### config.mk
export PLATFORM = sky130hd
export DESIGN_NAME = ncu_ctrl
export DESIGN_NICKNAME = d
export VERILOG_FILES = /design/src/ncu_pkg.sv /design/src/ncu_ctrl.sv
export SDC_FILE = /design/constraint.sdc
export NUM_CORES = 1
export LEC_CHECK = 0
export BUFFER_PORTS_ARGS = -buffer_cell sky130_fd_sc_hd__buf_4
export CAP_MARGIN = 10
export CELL_PAD_IN_SITES_DETAIL_PLACEMENT = 0
export CELL_PAD_IN_SITES_GLOBAL_PLACEMENT = 1
export CORE_MARGIN = 2
export CORE_UTILIZATION = 40
export CTS_CLUSTER_DIAMETER = 50
export DETAILED_ROUTE_END_ITERATION = 16
export PLACE_DENSITY_LB_ADDON = 0.1
export SKIP_CTS_REPAIR_TIMING = 1
export SLEW_MARGIN = 20
export SYNTH_ARGS = -nofsm -noshare
export SYNTH_HDL_FRONTEND = slang
export SYNTH_SLANG_ARGS = --single-unit
### constraint.sdc
create_clock -name REF_CLK -period 2.8 [get_ports REF_CLK]
set_clock_uncertainty 0.05 [all_clocks]
set_input_delay 0.56 -clock REF_CLK [delete_from_list [all_inputs] [get_ports REF_CLK]]
set_output_delay 0.56 -clock REF_CLK [all_outputs]
set_load 0.01 [all_outputs]
### src/ncu_pkg.sv
// package: command codes, register map and timing for the nand host controller
`default_nettype none
package ncu_pkg;
  // command bytes written to the flash
  localparam logic [7:0] CMD_READ_SETUP = 8'h00;
  localparam logic [7:0] CMD_READ_START = 8'h30;
  localparam logic [7:0] CMD_DATA_IN = 8'h80;
  localparam logic [7:0] CMD_PROG_CONFIRM = 8'h10;
  localparam logic [7:0] CMD_ERASE_SETUP = 8'h60;
  localparam logic [7:0] CMD_ERASE_CONFIRM = 8'hD0;
  localparam logic [7:0] CMD_ID_READ = 8'h90;
  localparam logic [7:0] CMD_STATUS = 8'h70;
  localparam logic [7:0] CMD_RESET = 8'hFF;
  // operation codes written by software to the control register
  localparam logic [2:0] OP_READ = 3'h1;
  localparam logic [2:0] OP_PROG = 3'h2;
  localparam logic [2:0] OP_ERASE = 3'h3;
  localparam logic [2:0] OP_ID = 3'h4;
  localparam logic [2:0] OP_STATUS = 3'h5;
  localparam logic [2:0] OP_RESET = 3'h6;
  // register word addresses (avalon word address)
  localparam logic [2:0] ADDR_CTRL = 3'h0;
  localparam logic [2:0] ADDR_COLUMN = 3'h1;
  localparam logic [2:0] ADDR_PAGE = 3'h2;
  localparam logic [2:0] ADDR_COUNT = 3'h3;
  localparam logic [2:0] ADDR_WDATA = 3'h4;
  localparam logic [2:0] ADDR_RDATA = 3'h5;
  localparam logic [2:0] ADDR_STATUS = 3'h6;
  localparam logic [2:0] ADDR_IDLO = 3'h7;
  // status byte bit positions
  localparam int ST_FAIL = 0;
  localparam int ST_READY = 5;
  localparam int ST_WP_N = 7;
  // id layout: number of identification bytes
  localparam logic [2:0] ID_BYTES = 3'h5;
  // strobe phase length in ns and in cycles at 25 MHz
  localparam int CLK_MHZ = 25;
  localparam int STROBE_NS = 50;
  localparam int STROBE_CYC = (STROBE_NS * CLK_MHZ + 999) / 1000;
  // wait after a read-start, confirm or reset command for the busy line to fall
  localparam int BUSY_WAIT_NS = 200;
  localparam int BUSY_WAIT_CYC = (BUSY_WAIT_NS * CLK_MHZ + 999) / 1000;
endpackage : ncu_pkg
`default_nettype wire

### src/ncu_ctrl.sv
// file: host controller that drives a byte-wide nand flash over its pins
//
// The implementer's own choices: the Avalon-MM register port and the register addresses.
`default_nettype none
////////////////////////////////////////////////////////////////////////////////
module ncu_ctrl
  import ncu_pkg::*;
#(
  parameter int COUNT_W = 12
)
(
  // clock and reset
  input wire logic REF_CLK,
  input wire logic RST,
  // avalon-mm slave
  input wire logic [2:0] AVS_ADDRESS,
  input wire logic AVS_READ,
  input wire logic AVS_WRITE,
  input wire logic [31:0] AVS_WRITEDATA,
  output logic [31:0] AVS_READDATA,
  output logic AVS_WAITREQUEST,
  // flash strobes
  output logic CMD_LATCH,
  output logic ADDR_LATCH,
  output logic CHIP_EN_N,
  output logic WRITE_STROBE_N,
  output logic READ_STROBE_N,
  output logic WRITE_PROT_N,
  // byte port as input, output and enable
  input wire logic [7:0] BYTE_PORT_IN,
  output logic [7:0] BYTE_PORT_OUT,
  output logic BYTE_PORT_OE,
  // open-drain done line from the flash
  input wire logic DONE_LINE_N
);
  typedef enum logic [7:0] {
    S_IDLE = 8'h01, S_CMD1 = 8'h02, S_ADDR = 8'h04, S_DATA = 8'h08,
    S_CMD2 = 8'h10, S_WAIT = 8'h20, S_RDATA = 8'h40, S_DONE = 8'h80
  } ncu_state_type;

  // strobe sequencer: one byte cycle is a low phase then a high phase
  typedef enum logic [1:0] {
    P_LOW = 2'h1, P_HIGH = 2'h2
  } ncu_phase_type;

  ////////////////////////////////////////////////////////////////////////////
  // registers
  ncu_state_type state_reg, state_next;
  ncu_phase_type phase_reg;
  logic [2:0] op_reg;
  logic [11:0] column_reg;
  logic [15:0] page_reg;
  logic [COUNT_W-1:0] count_reg;
  logic [COUNT_W-1:0] left_reg;
  logic [2:0] aidx_reg;
  logic [7:0] tick_reg;
  logic [7:0] wdata_reg;
  logic wdata_full_reg;
  logic [7:0] rdata_reg;
  logic rdata_full_reg;
  logic [7:0] status_reg;
  logic [31:0] id_reg;
  logic [7:0] id5_reg;
  logic wp_n_reg;
  logic busy_reg;
  logic abort_reg;
  logic [7:0] dout_reg;
  logic cle_reg, ale_reg, we_n_reg, re_n_reg, oe_reg;
  logic done_s1_reg, done_s2_reg;
  logic [7:0] din_s1_reg, din_s2_reg;

  ////////////////////////////////////////////////////////////////////////////
  // decode helpers
  function automatic logic [7:0] first_cmd(input logic [2:0] op);
    case (op)
      OP_READ: first_cmd = CMD_READ_SETUP;
      OP_PROG: first_cmd = CMD_DATA_IN;
      OP_ERASE: first_cmd = CMD_ERASE_SETUP;
      OP_ID: first_cmd = CMD_ID_READ;
      OP_STATUS: first_cmd = CMD_STATUS;
      default: first_cmd = CMD_RESET;
    endcase
  endfunction : first_cmd

  // address bytes needed per operation
  function automatic logic [2:0] addr_len(input logic [2:0] op);
    case (op)
      OP_READ, OP_PROG: addr_len = 3'h4;
      OP_ERASE: addr_len = 3'h2;
      OP_ID: addr_len = 3'h1;
      default: addr_len = 3'h0;
    endcase
  endfunction : addr_len

  ////////////////////////////////////////////////////////////////////////////
  // wires
  wire done_ready = done_s2_reg;
  // the phase timer only paces strobes; in the wait state it counts on
  wire phase_end = (state_reg != S_WAIT)
    && (tick_reg == 8'(STROBE_CYC - 1));
  wire byte_done = phase_end && (phase_reg == P_HIGH);
  wire ctrl_wr = AVS_WRITE && (AVS_ADDRESS == ADDR_CTRL);
  wire start = ctrl_wr && (state_reg == S_IDLE);
  wire abort_bus = ctrl_wr && (AVS_WRITEDATA[2:0] == OP_RESET);
  // byte slot not ready: the strobe waits at the start of its low phase
  wire slot_wait = (state_reg == S_DATA && !wdata_full_reg)
    || (state_reg == S_RDATA && op_reg == OP_READ && rdata_full_reg);
  // a pending abort is applied only between strobe pulses
  wire cut_ok = byte_done || slot_wait || state_reg == S_IDLE
    || state_reg == S_WAIT || state_reg == S_DONE;
  wire abort = abort_reg && cut_ok;
  wire wdata_wr = AVS_WRITE && (AVS_ADDRESS == ADDR_WDATA);
  wire rdata_rd = AVS_READ && (AVS_ADDRESS == ADDR_RDATA);
  // stall writes to a full data slot and reads of an empty one
  wire stall = (wdata_wr && wdata_full_reg) || (rdata_rd && !rdata_full_reg)
    || (ctrl_wr && state_reg != S_IDLE && !abort_bus);
  wire [7:0] addr_byte = (aidx_reg == 3'h0) ?
    ((op_reg == OP_ERASE) ? page_reg[7:0] :
     (op_reg == OP_ID) ? 8'h00 : column_reg[7:0]) :
    (aidx_reg == 3'h1) ?
    ((op_reg == OP_ERASE) ? page_reg[15:8] : {4'h0, column_reg[11:8]}) :
    (aidx_reg == 3'h2) ? page_reg[7:0] : page_reg[15:8];
  wire needs_data = (op_reg == OP_PROG) && left_reg != '0;
  wire reads_data = (op_reg == OP_READ || op_reg == OP_ID
    || op_reg == OP_STATUS);

  ////////////////////////////////////////////////////////////////////////////
  // state transitions
  always_comb
  begin
    state_next = state_reg;
    case (state_reg)
      S_IDLE: if (start) state_next = S_CMD1;
      S_CMD1:
        if (byte_done)
          state_next = (addr_len(op_reg) != 3'h0) ? S_ADDR :
            (op_reg == OP_STATUS) ? S_RDATA : S_WAIT;
      S_ADDR:
        if (byte_done && aidx_reg == addr_len(op_reg) - 3'h1)
          state_next = needs_data ? S_DATA :
            (op_reg == OP_ID) ? S_RDATA : S_CMD2;
      S_DATA:
        if (byte_done && left_reg == COUNT_W'(1)) state_next = S_CMD2;
      S_CMD2: if (byte_done) state_next = S_WAIT;
      S_WAIT:
        if (tick_reg >= 8'(BUSY_WAIT_CYC) && done_ready)
          state_next = reads_data && left_reg != '0 ? S_RDATA : S_DONE;
      S_RDATA:
        if (byte_done && left_reg == COUNT_W'(1)) state_next = S_DONE;
      S_DONE: state_next = S_IDLE;
      default: state_next = S_IDLE;
    endcase
    if (abort) state_next = S_CMD1;
  end

  ////////////////////////////////////////////////////////////////////////////
  // pin synchronisers
  always_ff @(posedge REF_CLK)
  begin
    done_s1_reg <= DONE_LINE_N;
    done_s2_reg <= done_s1_reg;
    din_s1_reg <= BYTE_PORT_IN;
    din_s2_reg <= din_s1_reg;
  end

  ////////////////////////////////////////////////////////////////////////////
  // sequencer, strobes and data movement
  always_ff @(posedge REF_CLK)
  begin
    if (RST)
    begin
      state_reg <= S_IDLE;
      phase_reg <= P_LOW;
      tick_reg <= 8'h00;
      op_reg <= OP_RESET;
      aidx_reg <= 3'h0;
      left_reg <= '0;
      busy_reg <= 1'b0;
      abort_reg <= 1'b0;
      cle_reg <= 1'b0;
      ale_reg <= 1'b0;
      we_n_reg <= 1'b1;
      re_n_reg <= 1'b1;
      oe_reg <= 1'b0;
      dout_reg <= 8'h00;
      rdata_reg <= 8'h00;
      rdata_full_reg <= 1'b0;
      wdata_full_reg <= 1'b0;
      status_reg <= 8'h00;
      id_reg <= 32'h0000_0000;
      id5_reg <= 8'h00;
    end
    else
    begin
      state_reg <= state_next;
      // remember an abort until the current strobe pulse has finished
      if (abort_bus && state_reg != S_IDLE)
        abort_reg <= 1'b1;
      else if (abort)
        abort_reg <= 1'b0;
      // phase timer restarts on every state change
      if (state_next != state_reg || phase_end)
        tick_reg <= 8'h00;
      else if (tick_reg != 8'hFF && !slot_wait)
        tick_reg <= tick_reg + 8'h01;
      if (state_next != state_reg)
        phase_reg <= P_LOW;
      else if (phase_end)
        phase_reg <= (phase_reg == P_LOW) ? P_HIGH : P_LOW;
      if (wdata_wr && !wdata_full_reg)
        wdata_full_reg <= 1'b1;
      if (rdata_rd && rdata_full_reg)
        rdata_full_reg <= 1'b0;
      case (state_reg)
        S_IDLE:
        begin
          busy_reg <= 1'b0;
          if (start)
          begin
            op_reg <= AVS_WRITEDATA[2:0];
            aidx_reg <= 3'h0;
            left_reg <= count_reg;
            busy_reg <= 1'b1;
            if (AVS_WRITEDATA[2:0] == OP_ID) left_reg <= COUNT_W'(ID_BYTES);
            if (AVS_WRITEDATA[2:0] == OP_STATUS) left_reg <= COUNT_W'(1);
          end
        end
        S_CMD1, S_CMD2:
        begin
          // latch high, byte taken on write strobe rise
          cle_reg <= 1'b1;
          ale_reg <= 1'b0;
          oe_reg <= 1'b1;
          dout_reg <= (state_reg == S_CMD1) ? first_cmd(op_reg) :
            (op_reg == OP_ERASE) ? CMD_ERASE_CONFIRM :
            (op_reg == OP_PROG) ? CMD_PROG_CONFIRM : CMD_READ_START;
          we_n_reg <= (phase_reg == P_LOW) ? 1'b0 : 1'b1;
          if (abort) op_reg <= OP_RESET;
        end
        S_ADDR:
        begin
          cle_reg <= 1'b0;
          ale_reg <= 1'b1;
          oe_reg <= 1'b1;
          dout_reg <= addr_byte;
          we_n_reg <= (phase_reg == P_LOW) ? 1'b0 : 1'b1;
          if (byte_done) aidx_reg <= aidx_reg + 3'h1;
          if (abort) op_reg <= OP_RESET;
        end
        S_DATA:
        begin
          cle_reg <= 1'b0;
          ale_reg <= 1'b0;
          oe_reg <= 1'b1;
          dout_reg <= wdata_reg;
          // hold the strobe high until software has supplied the byte
          we_n_reg <= (phase_reg == P_LOW && wdata_full_reg) ? 1'b0 : 1'b1;
          if (byte_done)
          begin
            left_reg <= left_reg - COUNT_W'(1);
            wdata_full_reg <= 1'b0;
          end
          if (abort) op_reg <= OP_RESET;
        end
        S_WAIT:
        begin
          cle_reg <= 1'b0;
          ale_reg <= 1'b0;
          oe_reg <= 1'b0;
          we_n_reg <= 1'b1;
          if (abort) op_reg <= OP_RESET;
        end
        S_RDATA:
        begin
          oe_reg <= 1'b0;
          cle_reg <= 1'b0;
          ale_reg <= 1'b0;
          // in a page read each low pulse advances the device column
          re_n_reg <= (phase_reg == P_LOW && !slot_wait) ? 1'b0 : 1'b1;
          if (byte_done)
          begin
            left_reg <= left_reg - COUNT_W'(1);
            if (op_reg == OP_STATUS)
              status_reg <= din_s2_reg;
            else if (op_reg == OP_ID)
            begin
              // first four bytes fill the word, the fifth has its own byte
              if (left_reg == COUNT_W'(1))
                id5_reg <= din_s2_reg;
              else
                id_reg <= {id_reg[23:0], din_s2_reg};
            end
            else
            begin
              rdata_reg <= din_s2_reg;
              rdata_full_reg <= 1'b1;
            end
          end
          if (abort) op_reg <= OP_RESET;
        end
        default:
        begin
          cle_reg <= 1'b0;
          ale_reg <= 1'b0;
          oe_reg <= 1'b0;
          we_n_reg <= 1'b1;
          re_n_reg <= 1'b1;
        end
      endcase
      // abort: send the reset command next and drop stale byte slots
      if (abort)
      begin
        op_reg <= OP_RESET;
        busy_reg <= 1'b1;
        wdata_full_reg <= wdata_wr && !wdata_full_reg;
        if (!byte_done) rdata_full_reg <= 1'b0;
      end
    end
  end

  ////////////////////////////////////////////////////////////////////////////
  // software-written setup registers
  always_ff @(posedge REF_CLK)
  begin
    if (RST)
    begin
      column_reg <= 12'h000;
      page_reg <= 16'h0000;
      count_reg <= COUNT_W'(1);
      wdata_reg <= 8'h00;
      wp_n_reg <= 1'b0;
    end
    else if (AVS_WRITE && !stall)
    begin
      case (AVS_ADDRESS)
        ADDR_COLUMN: column_reg <= AVS_WRITEDATA[11:0];
        ADDR_PAGE: page_reg <= AVS_WRITEDATA[15:0];
        ADDR_COUNT: count_reg <= AVS_WRITEDATA[COUNT_W-1:0];
        ADDR_WDATA: wdata_reg <= AVS_WRITEDATA[7:0];
        ADDR_STATUS: wp_n_reg <= AVS_WRITEDATA[ST_WP_N];
        default: wp_n_reg <= wp_n_reg;
      endcase
    end
  end

  ////////////////////////////////////////////////////////////////////////////
  // bus read mux and pin outputs
  always_comb
  begin
    case (AVS_ADDRESS)
      ADDR_CTRL: AVS_READDATA = {28'h0, busy_reg, op_reg};
      ADDR_COLUMN: AVS_READDATA = {20'h0, column_reg};
      ADDR_PAGE: AVS_READDATA = {16'h0, page_reg};
      ADDR_COUNT: AVS_READDATA = 32'(count_reg);
      ADDR_RDATA: AVS_READDATA = {24'h0, rdata_reg};
      ADDR_STATUS: AVS_READDATA = {id5_reg, 7'h0, wp_n_reg, 7'h0,
        done_ready, status_reg};
      ADDR_IDLO: AVS_READDATA = id_reg;
      default: AVS_READDATA = {24'h0, id5_reg};
    endcase
  end
  assign AVS_WAITREQUEST = stall;
  assign CMD_LATCH = cle_reg;
  assign ADDR_LATCH = ale_reg;
  assign CHIP_EN_N = !busy_reg;
  assign WRITE_STROBE_N = we_n_reg;
  assign READ_STROBE_N = re_n_reg;
  assign WRITE_PROT_N = wp_n_reg;
  assign BYTE_PORT_OUT = dout_reg;
  assign BYTE_PORT_OE = oe_reg;
endmodule : ncu_ctrl
`default_nettype wire

==> impl_metrics.json <==
{
  "vias": 8550,
  "vias_per_cell": 5.60,
  "max_slew_margin": 0.566,
  "worst_slack_ns": 0.0750,
  "die_x_microns": 154,
  "antenna_cells": 0,
  "final_cell_mix": "buf_4, dfxtp_1, nand2_1",
  "cts_buffer_depth": 2,
  "cts_max_level": 4,
  "cts_root_buf": "clkbuf_16",
  "pwr-share-clk": 0.438,
  "grt_setup_unrepaired": "true",
  "overflow": 0,
  "swShare": 0.273,
  "cp.required_ns": 3.06,
  "ioPinCount": 96,
  "dieArea_sq_um": 23700,
  "grt_use_total": 0.252,
  "largest_reg_flops": 32,
  "max-vdd-ir-drop_uv": 360,
  "post-route-period-util": 0.973,
  "final_max_slew_viol_count": 0,
  "area_growth_pct": 26.5,
  "core-area_sq_um": 22000,
  "slowest_stage": "or4b_1",
  "firstDrtPassIters": 5,
  "drc_errors": 0,
  "syn-cell-area_sq_um": 9000,
  "yosys_warnings": 0,
  "syn_inst": 1093,
  "syn-num-nets": 1152,
  "yosysUniqueCellTypes": 78,
  "grt-busiest-layer": "met2",
  "core.rowCount": 54,
  "clock_sinks": 176,
  "grt_max_degree": 132,
  "hold_viol_final": 0,
  "arrival_ns": 2.98,
  "tightest_slew_ns": 0.650,
  "critPathBufInv": 1,
  "max_freq_ghz": 0.367,
  "min_period_ns": 2.72,
  "path_cells": "nor3b_4 > nor2_1 > ha_1 > xnor2_2 > or4_4 > o31ai_4 > a32oi_2 > and3_1 > a211oi_4 > buf_12 > or4b_1",
  "pwr-share-seq": 0.457,
  "seq_area_frac_synth": 0.391,
  "clkSlewWorstSetupHoldPaths_ns": 0.08,
  "antenna_found_initial": 1,
  "gp_congestion": 0.948,
  "start_kind": "flip-flop",
  "drv_cap": 0,
  "grt_pass1_vias": 7880,
  "worstSetupPathType": "reg -> reg",
  "power_switching_w": 0.00156,
  "setup-violations-final": 0,
  "hpwl_mm": 22.6,
  "antenna_left": 0,
  "fin_setup_tns_ns": 0,
  "synth_edf_count": 0,
  "initial_utilization": 0.410,
  "drt-wirelength-per-cell_microns": 20.0,
  "internal_power_w": 0.00414,
  "met2_usage": 0.408,
  "ys.flop_type": "dfxtp_1",
  "slowest_delay_ns": 0.50,
  "synth-seq-cells": 176,
  "pre_cts_slack_ns": -0.150,
  "drt-total-wl_mm": 30.6,
  "first_iter_violations": 591,
  "port_buffers": 79,
  "cp_top_family": "simple AND/OR/NAND/NOR gates",
  "grtUsageMet1": 0.348,
  "hp-class": "in -> reg",
  "postSynthAreaPerCell_sq_um": 8.24,
  "worstSetupEndpointType": "flip-flop",
  "power_frac_comb": 0.105,
  "final_nets": 1293,
  "grt_pass1_wl_mm": 46.0,
  "cts_tree": "yes",
  "cellLeakagePower_nw": 4.32,
  "cts_buffers": 17,
  "async_flop_share": 0,
  "die_y_microns": 154,
  "final_common_cell": "buf_4",
  "clock_latency_ns": 0.44,
  "status": "complete, no violations",
  "grtUsageMet3": 0.0383,
  "reg2reg_slack_ns": 0.08,
  "drive_above_1_share": 0.229,
  "critPathMaxFanout": 10,
  "power.density_nw_per_um2": 500
}
## Yosys cell counts, types with 7 or more instances
cell,count,area [sq um]
nor4b_1,7,61.3
a221oi_1,17,149
ha_1,11,138
a31oi_1,8,50.1
a22o_1,16,140
nor4_1,7,43.8
o211ai_1,8,60.1
a211oi_1,11,82.6
o21ai_0,39,195
inv_1,21,78.8
a21oi_1,94,470
nand2_1,155,582
and3_1,9,56.3
nor3b_1,8,60.1
nor2_1,135,507
nand2b_1,8,50.1
nand3_1,23,115
xor2_1,8,70.1
clkbuf_1,54,203
a22oi_1,7,52.6
nand4_1,9,56.3
buf_2,14,70.1
nor3_1,23,115
dfxtp_1,176,3520
nor2b_1,16,100
and2_1,14,87.6
mux2i_1,80,801
## power by group through the flow
stage / Combinational [W] / Clock [W] / Sequential [W]
finish: 0.000600 / 0.00249 / 0.00260
global placement: 0.000585 / 0 / 0.00266
global route: 0.000653 / 0.00264 / 0.00261
CTS: 0.000587 / 0.00254 / 0.00260
detailed placement: 0.000585 / 0 / 0.00266
floorplan: 0.000343 / 0 / 0.00264
## stage by stage
step / instances / power [W] / hold slack [ns] / utilization / area (sq um)
after floorplan: 1093 / 0.00299 / 0.260 / - / 9020
after global routing: 1527 / 0.00591 / 0.150 / 0.519 / 11400
after CTS: 1525 / 0.00573 / 0.162 / 0.512 / 11200
after global placement: 1493 / 0.00325 / 0.262 / 0.484 / 10600
after detailed placement: 1493 / 0.00325 / 0.262 / 0.484 / 10600
final: 1527 / 0.00570 / 0.169 / 0.519 / 11400
## path summary, 6_finish.rpt
kind                                       from       endpoint  cells after the start
worst max-delay path                  op_reg[0]   phase_reg[0]                     11
worst max register to register        op_reg[0]   phase_reg[0]                     11
worst min register to register      done_s1_reg     done_ready                      0
worst min-delay path            BYTE_PORT_IN[2]  din_s1_reg[2]                      1
## final cells by class
cell class,instances,area (sq um)
Clock buffer,19,453
Fill cell,2152,10600
Multi-Input combinational cell,816,5200
Sequential cell,176,3530
Timing Repair Buffer,200,1600
Clock inverter,13,161
Tap cell,280,350
Inverter,23,86.3
## worst register-to-register path, delay by kind of cell, from the launching register on
kind / cells / cell delay, ns
AOI/OAI and AO/OA: 3 / 0.42
xor gates and xnor gates: 1 / 0.15
adders and majority gates: 1 / 0.32
buffers and inverters: 1 / 0.15
DFF: 1 / 0.37
and+or+nand+nor: 5 / 1.15
## metal layers
layer | routed length [microns] | share of wire
met5 | 11 | 0.00036
met4 | 665 | 0.022
met3 | 1330 | 0.043
met2 | 14200 | 0.46
met1 | 14400 | 0.47
## cells by family after synthesis
logic type,share of synthesized area
muxes,0.0977
and+or+nand+nor,0.249
DFF,0.391
xor gates and xnor gates,0.0117
adders and majority gates,0.0153
AOI/OAI and AO/OA,0.188
buffers and inverters,0.0466
Note: power is estimated with default switching activity, not from simulation.
